<file path="src/scs_params.svh">
// Register map, field positions, reset values and timing counts of the converter sequencer
`ifndef SCS_PARAMS_SVH
`define SCS_PARAMS_SVH
`define SCS_OFF_CTRL 8'h00
`define SCS_OFF_SEL 8'h04
`define SCS_OFF_RES_LO 8'h08
`define SCS_OFF_RES_HI 8'h0C
`define SCS_OFF_SPECIAL 8'h10
`define SCS_CTRL_ENABLE 7
`define SCS_CTRL_START 6
`define SCS_CTRL_AUTO 5
`define SCS_CTRL_FLAG 4
`define SCS_CTRL_PRESC_LSB 0
`define SCS_SEL_REF_LSB 6
`define SCS_SEL_LEFT 5
`define SCS_SEL_CHAN_LSB 0
`define SCS_SPECIAL_TRIG_LSB 5
`define SCS_CTRL_RESET 8'h00
`define SCS_SEL_RESET 8'h00
`define SCS_SPECIAL_RESET 8'h00
`define SCS_SRC_FREE_RUN 3'h0
`define SCS_HALF_SH_NORMAL 6'h03
`define SCS_HALF_SH_FIRST 6'h1B
`define SCS_HALF_SH_AUTO 6'h04
`define SCS_HALF_END_NORMAL 6'h1A
`define SCS_HALF_END_FIRST 6'h32
`define SCS_HALF_END_AUTO 6'h1B
`define SCS_TRIG_SYNC_STAGES 3
`endif

</file>
<file path="src/scs_pkg.sv">
// Types shared by the converter sequencer
package scs_pkg;
  typedef enum logic [2:0] {
    SCS_IDLE = 3'b001,
    SCS_PEND = 3'b010,
    SCS_CONV = 3'b100
  } scs_state_e;
  typedef logic [9:0] scs_result_t;
endpackage

</file>
<file path="src/scs_sequencer.sv">
// Converter sequencer: AHB-Lite registers, prescaler, start logic, conversion timing, results
//
// Added by the designer: the placing of the registers and register access over AHB-Lite.
`timescale 1ns/1ps
`include "scs_params.svh"
// ==========================================================================
// What this block does
// Right-align by default, left-align on select
// Low-byte read blocks result updates
// High-byte read lifts the update block
// Completion event fires even when discarded
// Start bit starts, stays set, self-clears
// Channel change waits for conversion end
// Auto trigger edge resets prescaler, starts
// Only rising edges start; busy edges ignored
// Software clears flag trigger before next
// Flag source means free running mode
// Start bit works, reads busy always
// Prescaler runs only while enabled
// Selections applied only while enabled
// Start waits next converter clock rise
// Thirteen cycles, 13.5 when auto triggered, twenty-five for first
// Sample at 1.5, first at 13.5
// Completion writes result, flag, clears start
// Auto sample two cycles after trigger
// Differential auto needs re-enable each time
// Free running restarts, start bit held
// Software keeps converter clock in range
// Software disables before sleep
// Selections track, freeze, resume at end
// Power-of-two prescaler from select field
module scs_sequencer
  import scs_pkg::*;
#(
  parameter int ADDR_W = 8,
  parameter int TRIG_W = 8,
  parameter int PRESC_W = 8
) (
  input wire logic clk_sys, // 40 MHz system clock
  input wire logic rst_n, // Synchronous reset, active low
  input wire logic ce, // Clock enable, freezes state when low
  input wire logic hsel, // AHB slave select
  input wire logic [ADDR_W-1:0] haddr, // AHB address
  input wire logic [1:0] htrans, // AHB transfer type
  input wire logic hwrite, // AHB write
  input wire logic [2:0] hsize, // AHB size, word only
  input wire logic [31:0] hwdata, // AHB write data
  input wire logic hready, // AHB bus ready
  output logic [31:0] hrdata, // AHB read data
  output logic hreadyout, // AHB slave ready
  output logic hresp, // AHB response, always OKAY
  input wire logic [TRIG_W-1:0] trig_in, // Auto trigger sources, bit 0 unused
  input wire scs_result_t sar_data, // Result from analog core
  output logic conv_clk, // Prescaled converter clock
  output logic sample_hold, // Sample-and-hold pulse
  output logic conv_busy, // Conversion in progress
  output logic [4:0] channel_select, // Applied channel selection
  output logic [1:0] reference_select, // Applied reference selection
  output logic conv_done // Completion event pulse
);
  // ========================================================================
  // Registers and state
  logic converter_enable;
  logic start_conversion_bit;
  logic auto_trigger_enable;
  logic conversion_complete_flag;
  logic [2:0] prescaler_select;
  logic [7:0] input_selection_register;
  logic [2:0] trigger_source_select;
  logic [7:0] result_low_byte;
  logic [7:0] result_high_byte;
  logic result_lock;
  logic first_pend;
  logic [1:0] conv_kind;
  logic [PRESC_W-1:0] presc_cnt;
  logic [5:0] half_cnt;
  logic [`SCS_TRIG_SYNC_STAGES-1:0] trig_pipe;
  logic trig_prev;
  scs_state_e state;

  // ========================================================================
  // Bus decode
  wire bus_go = hsel & hready & htrans[1] & ce;
  wire [ADDR_W-1:0] off = haddr;
  logic wr_pend;
  logic [ADDR_W-1:0] wr_off;
  wire wr_now = wr_pend & ce;
  wire wr_ctrl = wr_now && wr_off == ADDR_W'(`SCS_OFF_CTRL);
  wire wr_sel = wr_now && wr_off == ADDR_W'(`SCS_OFF_SEL);
  wire wr_spec = wr_now && wr_off == ADDR_W'(`SCS_OFF_SPECIAL);
  wire rd_go = bus_go & ~hwrite;
  wire rd_lo = rd_go && off == ADDR_W'(`SCS_OFF_RES_LO);
  wire rd_hi = rd_go && off == ADDR_W'(`SCS_OFF_RES_HI);
  wire [7:0] ctrl_rd = {converter_enable, start_conversion_bit, auto_trigger_enable,
                        conversion_complete_flag, 1'b0, prescaler_select};
  wire [7:0] rd_byte = off == ADDR_W'(`SCS_OFF_CTRL) ? ctrl_rd :
                       off == ADDR_W'(`SCS_OFF_SEL) ? input_selection_register :
                       off == ADDR_W'(`SCS_OFF_RES_LO) ? result_low_byte :
                       off == ADDR_W'(`SCS_OFF_RES_HI) ? result_high_byte :
                       off == ADDR_W'(`SCS_OFF_SPECIAL) ? {trigger_source_select, 5'h0} : 8'h00;

  always_ff @(posedge clk_sys) begin
    if (!rst_n) begin
      wr_pend <= 1'b0;
      wr_off <= '0;
      hrdata <= 32'h0000_0000;
      hreadyout <= 1'b1;
      hresp <= 1'b0;
    end else if (ce) begin
      wr_pend <= bus_go & hwrite;
      wr_off <= bus_go ? off : wr_off;
      hrdata <= rd_go ? {24'h00_0000, rd_byte} : hrdata;
    end
  end

  // ========================================================================
  // Prescaler and converter clock
  // Last count of a 2 << sel divide, one bit wider so divide by 256 fits
  function automatic logic [PRESC_W-1:0] presc_last(input logic [2:0] sel);
    presc_last = PRESC_W'(((PRESC_W+1)'(2) << sel) - (PRESC_W+1)'(1));
  endfunction

  wire [PRESC_W-1:0] div_last = presc_last(prescaler_select);
  wire [PRESC_W-1:0] half_last = div_last >> 1;
  wire rise_tick = converter_enable && presc_cnt == div_last;
  wire fall_tick = converter_enable && presc_cnt == half_last;
  wire half_tick = rise_tick | fall_tick;

  // ========================================================================
  // Trigger edge detection and start decisions
  wire free_run = auto_trigger_enable && trigger_source_select == `SCS_SRC_FREE_RUN;
  wire trig_sel = trig_in[trigger_source_select];
  wire trig_edge = trig_pipe[`SCS_TRIG_SYNC_STAGES-1] & ~trig_prev;
  wire is_idle = state == SCS_IDLE;
  wire auto_go = is_idle & converter_enable & auto_trigger_enable & ~free_run & trig_edge;
  wire manual_go = state == SCS_PEND & rise_tick;
  wire [5:0] sh_at = conv_kind == 2'd1 ? `SCS_HALF_SH_FIRST :
                     conv_kind == 2'd2 ? `SCS_HALF_SH_AUTO : `SCS_HALF_SH_NORMAL;
  wire [5:0] end_at = conv_kind == 2'd1 ? `SCS_HALF_END_FIRST :
                      conv_kind == 2'd2 ? `SCS_HALF_END_AUTO : `SCS_HALF_END_NORMAL;
  wire [5:0] half_nxt = half_cnt + 6'h01;
  wire conv_end = state == SCS_CONV & half_tick & half_nxt == end_at;
  wire sh_now = state == SCS_CONV & half_tick & half_nxt == sh_at;
  wire locked = state == SCS_CONV && half_cnt < end_at - 6'h02;
  // Left align puts the top eight bits in the high byte
  wire [15:0] fmt = input_selection_register[`SCS_SEL_LEFT] ?
                    {sar_data, 6'h00} : {6'h00, sar_data};
  wire start_wr = wr_ctrl & hwdata[`SCS_CTRL_START] & hwdata[`SCS_CTRL_ENABLE];
  // Enable as it stands after this edge, so a disabling write aborts at once
  wire en_next = wr_ctrl ? hwdata[`SCS_CTRL_ENABLE] : converter_enable;

  scs_state_e next_state;
  always_comb begin
    next_state = state;
    case (state)
      SCS_IDLE: begin
        if (auto_go) begin
          next_state = SCS_CONV;
        end else if (start_conversion_bit && converter_enable) begin
          next_state = SCS_PEND;
        end
      end
      SCS_PEND: begin
        if (manual_go) begin
          next_state = SCS_CONV;
        end
      end
      SCS_CONV: begin
        if (conv_end && !free_run) begin
          next_state = SCS_IDLE;
        end
      end
      default: next_state = SCS_IDLE;
    endcase
    if (!converter_enable || !en_next) begin
      next_state = SCS_IDLE;
    end
  end

  // ========================================================================
  // Sequencer state
  always_ff @(posedge clk_sys) begin
    if (!rst_n) begin
      state <= SCS_IDLE;
      half_cnt <= 6'h00;
      conv_kind <= 2'd0;
      first_pend <= 1'b0;
      presc_cnt <= '0;
      trig_pipe <= '0;
      trig_prev <= 1'b0;
    end else if (ce) begin
      state <= next_state;
      trig_pipe <= {trig_pipe[`SCS_TRIG_SYNC_STAGES-2:0], trig_sel};
      trig_prev <= trig_pipe[`SCS_TRIG_SYNC_STAGES-1];
      if (!converter_enable || auto_go || rise_tick) begin
        presc_cnt <= '0;
      end else begin
        presc_cnt <= presc_cnt + PRESC_W'(1);
      end
      if (!converter_enable) begin
        first_pend <= 1'b1;
      end else if (auto_go || manual_go) begin
        first_pend <= 1'b0;
      end
      if (auto_go || manual_go || (conv_end && free_run)) begin
        half_cnt <= 6'h00;
        conv_kind <= first_pend & (auto_go | manual_go) ? 2'd1 : auto_go ? 2'd2 : 2'd0;
      end else if (state == SCS_CONV && half_tick) begin
        half_cnt <= half_nxt;
      end
    end
  end

  // ========================================================================
  // Software registers, flag, result lock
  always_ff @(posedge clk_sys) begin
    if (!rst_n) begin
      {converter_enable, start_conversion_bit, auto_trigger_enable} <= 3'b000;
      conversion_complete_flag <= 1'b0;
      prescaler_select <= 3'(`SCS_CTRL_RESET >> `SCS_CTRL_PRESC_LSB);
      input_selection_register <= `SCS_SEL_RESET;
      trigger_source_select <= 3'(`SCS_SPECIAL_RESET >> `SCS_SPECIAL_TRIG_LSB);
      result_low_byte <= 8'h00;
      result_high_byte <= 8'h00;
      result_lock <= 1'b0;
    end else if (ce) begin
      if (wr_ctrl) begin
        converter_enable <= hwdata[`SCS_CTRL_ENABLE];
        auto_trigger_enable <= hwdata[`SCS_CTRL_AUTO];
        prescaler_select <= hwdata[`SCS_CTRL_PRESC_LSB +: 3];
      end
      if (wr_sel) begin
        input_selection_register <= hwdata[7:0];
      end
      if (wr_spec) begin
        trigger_source_select <= hwdata[`SCS_SPECIAL_TRIG_LSB +: 3];
      end
      // Start bit: busy or pending reads one; cleared on completion unless free running
      if (!en_next) begin
        start_conversion_bit <= 1'b0;
      end else if (start_wr || auto_go) begin
        start_conversion_bit <= 1'b1;
      end else if (conv_end && !free_run) begin
        start_conversion_bit <= 1'b0;
      end
      // Hardware set wins over a write-one clear in the same cycle
      if (conv_end) begin
        conversion_complete_flag <= 1'b1;
      end else if (wr_ctrl && hwdata[`SCS_CTRL_FLAG]) begin
        conversion_complete_flag <= 1'b0;
      end
      if (conv_end && !result_lock) begin
        result_low_byte <= fmt[7:0];
        result_high_byte <= fmt[15:8];
      end
      if (rd_hi) begin
        result_lock <= 1'b0;
      end else if (rd_lo) begin
        result_lock <= 1'b1;
      end
    end
  end

  // ========================================================================
  // Outputs towards the analog core
  always_ff @(posedge clk_sys) begin
    if (!rst_n) begin
      conv_clk <= 1'b0;
      sample_hold <= 1'b0;
      conv_busy <= 1'b0;
      conv_done <= 1'b0;
      channel_select <= 5'h00;
      reference_select <= 2'h0;
    end else if (ce) begin
      conv_clk <= !converter_enable ? 1'b0 : rise_tick ? 1'b1 : fall_tick ? 1'b0 : conv_clk;
      sample_hold <= sh_now;
      conv_busy <= next_state == SCS_CONV;
      conv_done <= conv_end;
      // Held during a conversion until two half cycles before its end so a mid-conversion change waits
      if (converter_enable && !locked) begin
        channel_select <= input_selection_register[`SCS_SEL_CHAN_LSB +: 5];
        reference_select <= input_selection_register[`SCS_SEL_REF_LSB +: 2];
      end
    end
  end

  // ========================================================================
  // Checks
  logic [5:0] sh_mark;
  always_ff @(posedge clk_sys) begin
    if (!rst_n) begin
      sh_mark <= 6'h00;
    end else if (ce && sh_now) begin
      sh_mark <= half_nxt;
    end
  end

  property p_done_flag;
    @(posedge clk_sys) disable iff (!rst_n)
      conv_end && ce |=> conversion_complete_flag && conv_done;
  endproperty
  a_done_flag: assert property (p_done_flag) else $error("flag not set at end");

  property p_align;
    @(posedge clk_sys) disable iff (!rst_n)
      ce && conv_end && !result_lock |=> $past(input_selection_register[`SCS_SEL_LEFT]) ?
        result_high_byte == $past(sar_data[9:2]) : result_low_byte == $past(sar_data[7:0]);
  endproperty
  a_align: assert property (p_align) else $error("result misaligned");

  property p_off_idle;
    @(posedge clk_sys) disable iff (!rst_n)
      ce && !en_next |=> state == SCS_IDLE && !start_conversion_bit && !conv_busy;
  endproperty
  a_off_idle: assert property (p_off_idle) else $error("converter active while off");

  property p_lock_holds;
    @(posedge clk_sys) disable iff (!rst_n)
      result_lock && conv_end && ce |=> $stable(result_low_byte) && $stable(result_high_byte);
  endproperty
  a_lock_holds: assert property (p_lock_holds) else $error("locked result changed");

  property p_unlock;
    @(posedge clk_sys) disable iff (!rst_n)
      rd_hi |=> !result_lock;
  endproperty
  a_unlock: assert property (p_unlock) else $error("high read left lock");

  property p_start_busy;
    @(posedge clk_sys) disable iff (!rst_n)
      state == SCS_CONV |-> start_conversion_bit;
  endproperty
  a_start_busy: assert property (p_start_busy) else $error("start bit low while busy");

  property p_start_clear;
    @(posedge clk_sys) disable iff (!rst_n)
      ce && conv_end && !free_run && converter_enable && !start_wr |=> !start_conversion_bit;
  endproperty
  a_start_clear: assert property (p_start_clear) else $error("start bit not cleared");

  property p_presc_reset;
    @(posedge clk_sys) disable iff (!rst_n)
      ce && !converter_enable |=> presc_cnt == '0 && !conv_clk;
  endproperty
  a_presc_reset: assert property (p_presc_reset) else $error("prescaler ran disabled");

  property p_sh_point;
    @(posedge clk_sys) disable iff (!rst_n)
      sample_hold |-> sh_mark == `SCS_HALF_SH_NORMAL || sh_mark == `SCS_HALF_SH_FIRST
                      || sh_mark == `SCS_HALF_SH_AUTO;
  endproperty
  a_sh_point: assert property (p_sh_point) else $error("sample at wrong instant");

  property p_pend_rise;
    @(posedge clk_sys) disable iff (!rst_n)
      state == SCS_PEND && ce && next_state == SCS_CONV |-> rise_tick;
  endproperty
  a_pend_rise: assert property (p_pend_rise) else $error("start off clock rise");

  property p_free_run;
    @(posedge clk_sys) disable iff (!rst_n)
      ce && conv_end && free_run && en_next |=> state == SCS_CONV && start_conversion_bit;
  endproperty
  a_free_run: assert property (p_free_run) else $error("free run stopped");

  property p_chan_frozen;
    @(posedge clk_sys) disable iff (!rst_n)
      ce && locked && converter_enable |=> $stable(channel_select);
  endproperty
  a_chan_frozen: assert property (p_chan_frozen) else $error("channel moved mid conversion");

  c_auto: cover property (@(posedge clk_sys) disable iff (!rst_n) auto_go ##[1:1000] conv_end);
  c_first: cover property (@(posedge clk_sys) disable iff (!rst_n)
    conv_end && conv_kind == 2'd1);
  c_lost: cover property (@(posedge clk_sys) disable iff (!rst_n) conv_end && result_lock);
  c_free: cover property (@(posedge clk_sys) disable iff (!rst_n)
    conv_end && free_run ##1 state == SCS_CONV);
endmodule

</file>
<file path="config.mk">
export PLATFORM = sky130hd
export DESIGN_NAME = scs_sequencer
export DESIGN_NICKNAME = d
export VERILOG_FILES = /design/src/scs_pkg.sv /design/src/scs_sequencer.sv
export VERILOG_INCLUDE_DIRS = /design/src
export SDC_FILE = /design/constraint.sdc
export NUM_CORES = 1
export LEC_CHECK = 0
export ABC_CLOCK_PERIOD_IN_PS = 2500
export BUFFER_PORTS_ARGS = -buffer_cell sky130_fd_sc_hd__buf_2
export CAP_MARGIN = 20
export CELL_PAD_IN_SITES_DETAIL_PLACEMENT = 1
export CELL_PAD_IN_SITES_GLOBAL_PLACEMENT = 2
export CORE_ASPECT_RATIO = 0.7
export CORE_MARGIN = 8
export CORE_UTILIZATION = 32
export CTS_BUF_LIST = sky130_fd_sc_hd__clkbuf_8 sky130_fd_sc_hd__clkbuf_16
export CTS_CLUSTER_DIAMETER = 60
export CTS_CLUSTER_SIZE = 40
export DETAILED_ROUTE_END_ITERATION = 10
export GPL_TIMING_DRIVEN = 0
export PLACE_DENSITY_LB_ADDON = 0.2
export SLEW_MARGIN = 20
export SYNTH_ARGS = -nofsm -noshare
export SYNTH_HDL_FRONTEND = slang
export SYNTH_SLANG_ARGS = --single-unit
</file>
<file path="constraint.sdc">
create_clock -name clk_sys -period 2.5 [get_ports clk_sys]
set_input_delay 0 -clock clk_sys [delete_from_list [all_inputs] [get_ports clk_sys]]
set_output_delay 0 -clock clk_sys [all_outputs]
set_load 0.05 [all_outputs]
</file>
* Yosys cells after proc, flatten, opt, wreduce, memory -nomap -nowiden
Index checks and enable logic that the tools add are counted.
** Word-level totals
- Register bits :: 87
- Input port bits :: 69
- Word-level logic and storage cells :: 158
** Cells by class
- Add/sub/neg operators :: 4
- Order comparisons :: 2
- Equal/unequal tests :: 19
- Shift-type cells :: 1
- Multiplexer cells :: 36
- Bitwise gates (word level) :: 23
- Reduce and logical (&&, ||, !) cells :: 47
** Operator list (count)
- $mux 8 :: 6
- $reduce_and 2->1 :: 14
- $and 1x1->1 :: 18
- $mux 3 :: 6
- $mux 6 :: 3
- $eq 8x3->1 const B :: 2
- $eq 8x4->1 const B :: 2
- $eq 8x5->1 const B :: 2
- $logic_and 1x1->1 :: 16
- $logic_not 8->1 :: 2
- $mux 16 :: 1
- $mux 1 :: 15
- $pmux 3 s3 :: 1
- $add 8x1->8 const B :: 1
- $eq 8x7->1 :: 1
- $eq 8x8->1 :: 1
- $shl 2x3->8 const A :: 1
- $sub 8x2->8 const B :: 1
- $add 6x1->6 const B :: 1
- $eq 3x3->1 const B :: 2
- $eq 6x5->1 :: 1
- $eq 6x6->1 :: 1
- $logic_or 1x1->1 :: 6
- $lt 6x6->1 :: 1
- other kinds (16) :: 27

* Depth between registers and ports, before layout
- Depth in word-level cells :: 12
- Gate-level depth with buffers :: 11
- Mapped depth without buffers :: 9

* Worst setup path after synthesis
No wires, ideal clock.
- Path kind :: reg2reg
- Start point :: register half_cnt[2]
- End point :: register half_cnt[0]
- Arrival time :: 2.023 ns
- Required time :: 2.377 ns
- Slack :: 0.353 ns
- Stages on the path, launching flop included :: 9
- Period minus slack after synthesis :: 2.147 ns
- Cell sequence :: dfxtp_1 > buf_2 > and3_1 > buf_2 > nand2_1 > o311a_1 > nor4b_1 > a2111oi_4 > mux2_1
** On the way
- Longest elaborated chain between the ends :: 7
- Elaborated cells between the ends (all ways) :: 8
- Those cells by class :: 1 x add/sub; 1 x eq/ne; 1 x mux; 1 x bitwise; 4 x reduce/logical
** Ends and longest elaborated chain
- start, declared :: RTL line scs_sequencer.sv:76 : logic [5:0] half_cnt;
- start signal, assigned :: RTL line scs_sequencer.sv:209 : half_cnt <= half_nxt;
- $add 6x1->6 * :: RTL line scs_sequencer.sv:141 : wire [5:0] half_nxt = half_cnt + 6'h01;
- $eq 6x6->1 * :: RTL line scs_sequencer.sv:142 : wire conv_end = state == SCS_CONV & half_tick & half_nxt == end_at;
- $and 1x1->1 * :: RTL line scs_sequencer.sv:142
- $logic_and 1x1->1 * :: RTL line scs_sequencer.sv:205 : if (auto_go || manual_go || (conv_end && free_run)) begin
- $logic_or 1x1->1 * :: RTL line scs_sequencer.sv:205
- $reduce_bool 2->1 (no line)
- $reduce_and 2->1 (no line)
Mark *: on every way between the ends. The rest lies on a longest branch, timed or not.
A chain may end at the register's enable or synchronous reset.

* Worst setup path after layout
- Start point :: register half_cnt[2]
- End point :: register result_high_byte[2]
** On the way
- Longest elaborated chain between the ends :: 5
** Ends and longest elaborated chain
- $add 6x1->6 :: RTL line scs_sequencer.sv:141
- $eq 6x6->1 :: RTL line scs_sequencer.sv:142
- $and 1x1->1 :: RTL line scs_sequencer.sv:142
- $logic_and 1x1->1 :: RTL line scs_sequencer.sv:252 : if (conv_end && !result_lock) begin
- $reduce_and 2->1 (no line)
- end signal, assigned :: RTL line scs_sequencer.sv:254 : result_high_byte <= fmt[15:8];
- end, declared :: RTL line scs_sequencer.sv:71 : logic [7:0] result_high_byte;
Every way passes these cells.

==> parameters.txt <==
Parameter                              Value

Status
  Status ... completed

Logic synthesis
  Main area contributors after synthesis ... dfxtp_1 36%, mux2i_1 6.4%, a21oi_1 5.6%, nor2_1 5.4%, buf_4 4.3%
  Number of register bits inferred by synthesis ... 87
  Part of the Yosys area used for sequential elements ... 0.360
  Synth cell types ... 69
  Number of flops mapped to enable cells by yosys ... 0
  Post-Syn Instances ... 571
  Most used flip-flop cell after synthesis ... dfxtp_1
  Netlist Area Pre-Place ... 4840 um2
  Avg Inst Size Synth ... 8.47 um2
  Synth warn ... 0
  Post-synth top area share ... 0.360
  Cell taking the most area after synthesis ... dfxtp_1
  Proportion of register bits with asynchronous set or reset after synthesis ... 0

GRT
  Overall global routing resource usage ... 0.160
  Global-route wire length before repair ... 24,900 um
  Initial antenna violation count ... 0
  Vias in the first global route ... 4,567
  Busiest metal layer after global routing ... met2
  Met3 Usage GRT ... 0.0406
  Largest net degree at the start of global routing ... 16
  Met1 GRT Util ... 0.221
  Met2 routing resource usage after global routing ... 0.248
  Gr ovfl total ... 0

Pwr
  Power spent charging and discharging nets ... 807 uW
  Portion of total power attributed to sequential cells ... 0.449
  Switching part of the total ... 0.258
  Relative contribution of combinational cells to total power ... 0.102
  Total power divided by cell area ... 510 nW/um2
  Power share of the clock group ... 0.449
  Pwr Total ... 3.12 mW
  IR Drop Worst-Case VDD ... 0.323 mV
  Static leakage ... 2.40 nW
  P_int ... 2.32 mW

Timing
  Slew margin rel. ... 0.488
  RSZ-0062 raised after global routing ... yes
  Share of the cycle needed by the critical path after routing ... 0.937
  Transition at the pin with the smallest max-transition slack ... 0.768 ns
  Number of max-slew violations in the final report ... 0
  Max Clk Rate ... 427 MHz
  Final Critical Period ... 2.34 ns
  Final critical-path setup slack ... 0.157 ns
  Finish-stage setup viols ... 0
  Hold violation count in the final report ... 0
  Final Skew ... 0.00812 ns

Floorplanning
  Total Die Area ... 19,400 um2
  Initial Util ... 0.328
  Row Count ... 37
  Boundary pin count ... 114
  Die Ht ... 119 um
  Die span in x ... 163 um
  Core ar. ... 14,700 um2

Setup path
  Category of the worst setup path capture point ... register
  Slack of the worst reg-to-reg path ... 0.16 ns
  CP Launch Type ... register
  Slowest cell on the critical path ... o311a_4
  Slowest Stage Delay on Critical Path ... 0.36 ns
  WS Path Type ... register to register
  Critical path, cell by cell ... clkbuf_4 -> and3_1 -> buf_2 -> nand2_1 -> o311a_4 -> nor3_4 -> o211a_1 -> buf_6 -> buf_4 -> nand3_1 -> a21oi_1
  Crit path required time ... 2.77 ns
  Kind of cell adding the most delay to the critical path ... compound AO/OA/AOI/OAI gates
  Crit-path max FO ... 10
  Worst path arrival time ... 2.61 ns
  Combined buffer and inverter count along the critical path ... 4

Detailed routing
  Average wire length per cell after detail routing ... 17.5 um
  Number of design-rule violations left by the first detailed-router iteration ... 275
  Count of unresolved DRC violations after routing ... 0
  Number of search-and-repair iterations in the first detailed-routing pass ... 4
  Vias per inst ... 5.02
  Number of nets still failing antenna checks after routing ... 0
  Total Wirelength ... 15,600 um
  Vias post-DR ... 4,467

Place
  Post-Place Worst Slack ... -0.176 ns
  Port Buffers ... 58
  RD Place Congestion ... 0.827
  Post-detail-place hpwl ... 11,900 um

Clock tree
  Clock Sink Count ... 87
  Worst-case clock buffer depth ... 2
  Clock latency on the worst-skew pair ... 0.35 ns
  CTS tree ... yes
  Clk slew on worst S/H paths ... 0.07 ns
  Library cell used as clock root buffer ... clkbuf_16
  Number of H-tree branching levels ... 3
  TritonCTS buffer count ... 9

Run
  Number of violations of the max-capacitance limit ... 0

Finish
  Antenna cells ... 0
  Most frequent cells in the layout ... 85 x dfxtp_1, 68 x nor2_1, 60 x buf_2
  Number of nets in the finished design ... 764
  Most common library cell in the layout ignoring fill and taps ... dfxtp_1
  Area growth from synthesis to layout ... 26.6%
  Fraction of layout instances using a drive strength above 1 ... 0.224

Worst hold path
  Hold Crit Class ... input pin to register
==> sequential cells by signal (all words and copies together) (netlist names), 3 cells and up <==
register and cells:
channel_select 5, half_cnt 6, hrdata 8, input_selection_register 8
presc_cnt 8, prescaler_select 3, result_high_byte 8, result_low_byte 8
state 3, trig_pipe 3, trigger_source_select 3, wr_off 8
==> logic make-up after synthesis <==
kind of cell	synth area share
and+or+nand+nor	0.240
adders and majority gates	0.0150
xor gates and xnor gates	0.0217
buffers and inverters	0.0893
AOI/OAI and AO/OA	0.154
DFF	0.360
muxes	0.118
other	0.00155
==> final timing paths <==
check | startpoint | to | cells past startpoint
setup / recovery | half_cnt[2]$_SDFFE_PN0P_ | result_high_byte[2]$_SDFFE_PN0P_ | 11
hold / removal | rst_n | presc_cnt[0]$_SDFFE_PN0P_ | 3
setup reg to reg | half_cnt[2]$_SDFFE_PN0P_ | result_high_byte[2]$_SDFFE_PN0P_ | 11
hold reg to reg | hrdata[4]$_SDFFE_PN0P_ | hrdata[4]$_SDFFE_PN0P_ | 2
==> synth_stat cells, drive strengths merged (2+ instances only) <==
library cell   n
dfxtp         87
nor2          69
a21oi         55
nand2         51
buf           44
nand3         32
mux2i         31
nand2b        23
clkbuf        19
o21ai         14
inv           12
nor3          11
mux4           9
nand3b         9
and3           7
nor2b          6
xnor2          6
xor2           6
a211oi         5
ha             5
mux2           5
nand4          5
nor4b          5
a31oi          4
and4           4
nor3b          3
o21a           3
a2111oi        2
a2bb2oi        2
clkinv         2
conb           2
o2111ai        2
o211a          2
o211ai         2
o22ai          2
o32ai          2
or3            2
or4            2
==> metal layers <==
layer | vias up | share of wire | wire [um]
met5 | - | 0 | 0
met2 | 97 | 0.45 | 7040
met3 | 5 | 0.056 | 875
li1 | 2196 | - | -
met1 | 2169 | 0.49 | 7570
met4 | 0 | 0.0046 | 72
==> through the flow <==
stage / hold slack [ns] / instances / setup TNS [ns] / utilization / cell area (um2)
2_1_floorplan: 0.136 / 595 / 0 / - / 4930
3_3_place_gp: 0.245 / 848 / -1.52 / 0.371 / 5460
3_5_place_dp: 0.260 / 848 / -3.55 / 0.371 / 5460
4_1_cts: 0.0275 / 890 / 0 / 0.412 / 6060
5_1_grt: 0.0584 / 890 / -0.00134 / 0.416 / 6120
6_report: 0.0323 / 890 / 0 / 0.416 / 6120
==> power by group through the flow <==
stage                     sequential [mW]  clock, mW  combinational (mW)
after floorplan                      1.43          0               0.201
after global placement               1.43          0               0.280
after detailed placement             1.43          0               0.284
after CTS                            1.40       1.45               0.316
after global routing                 1.40       1.51               0.342
final                                1.40       1.40               0.318
==> tightest hold or removal path, stage by stage <==
cell and delay, ns:
buf_2 0.12, o21ai_2 0.14, nor2_1 0.07
==> layout make-up <==
class                   instances  area (um2)
clock buffers                  10         239
well taps                     195         244
multi-input cells             431        2830
inverters                      14        52.6
flip-flops and latches         87        1740
fillers                      1752        8600
plain buffers                  63         398
clock inverters                 6        68.8
repair buffers                 84         548
==> what timing repair did <==
action | CTS | global route
gates cloned | 0 | 0
gates resized for setup | 7 | 18
endpoints found under the setup margin | 39 | 36
hold buffers | 25 | 0
buffers inserted | 1 | 0
endpoints found under the hold margin | 33 | 0
pin swaps | 1 | 4
No activity file was read; power rests on OpenSTA's default activity.
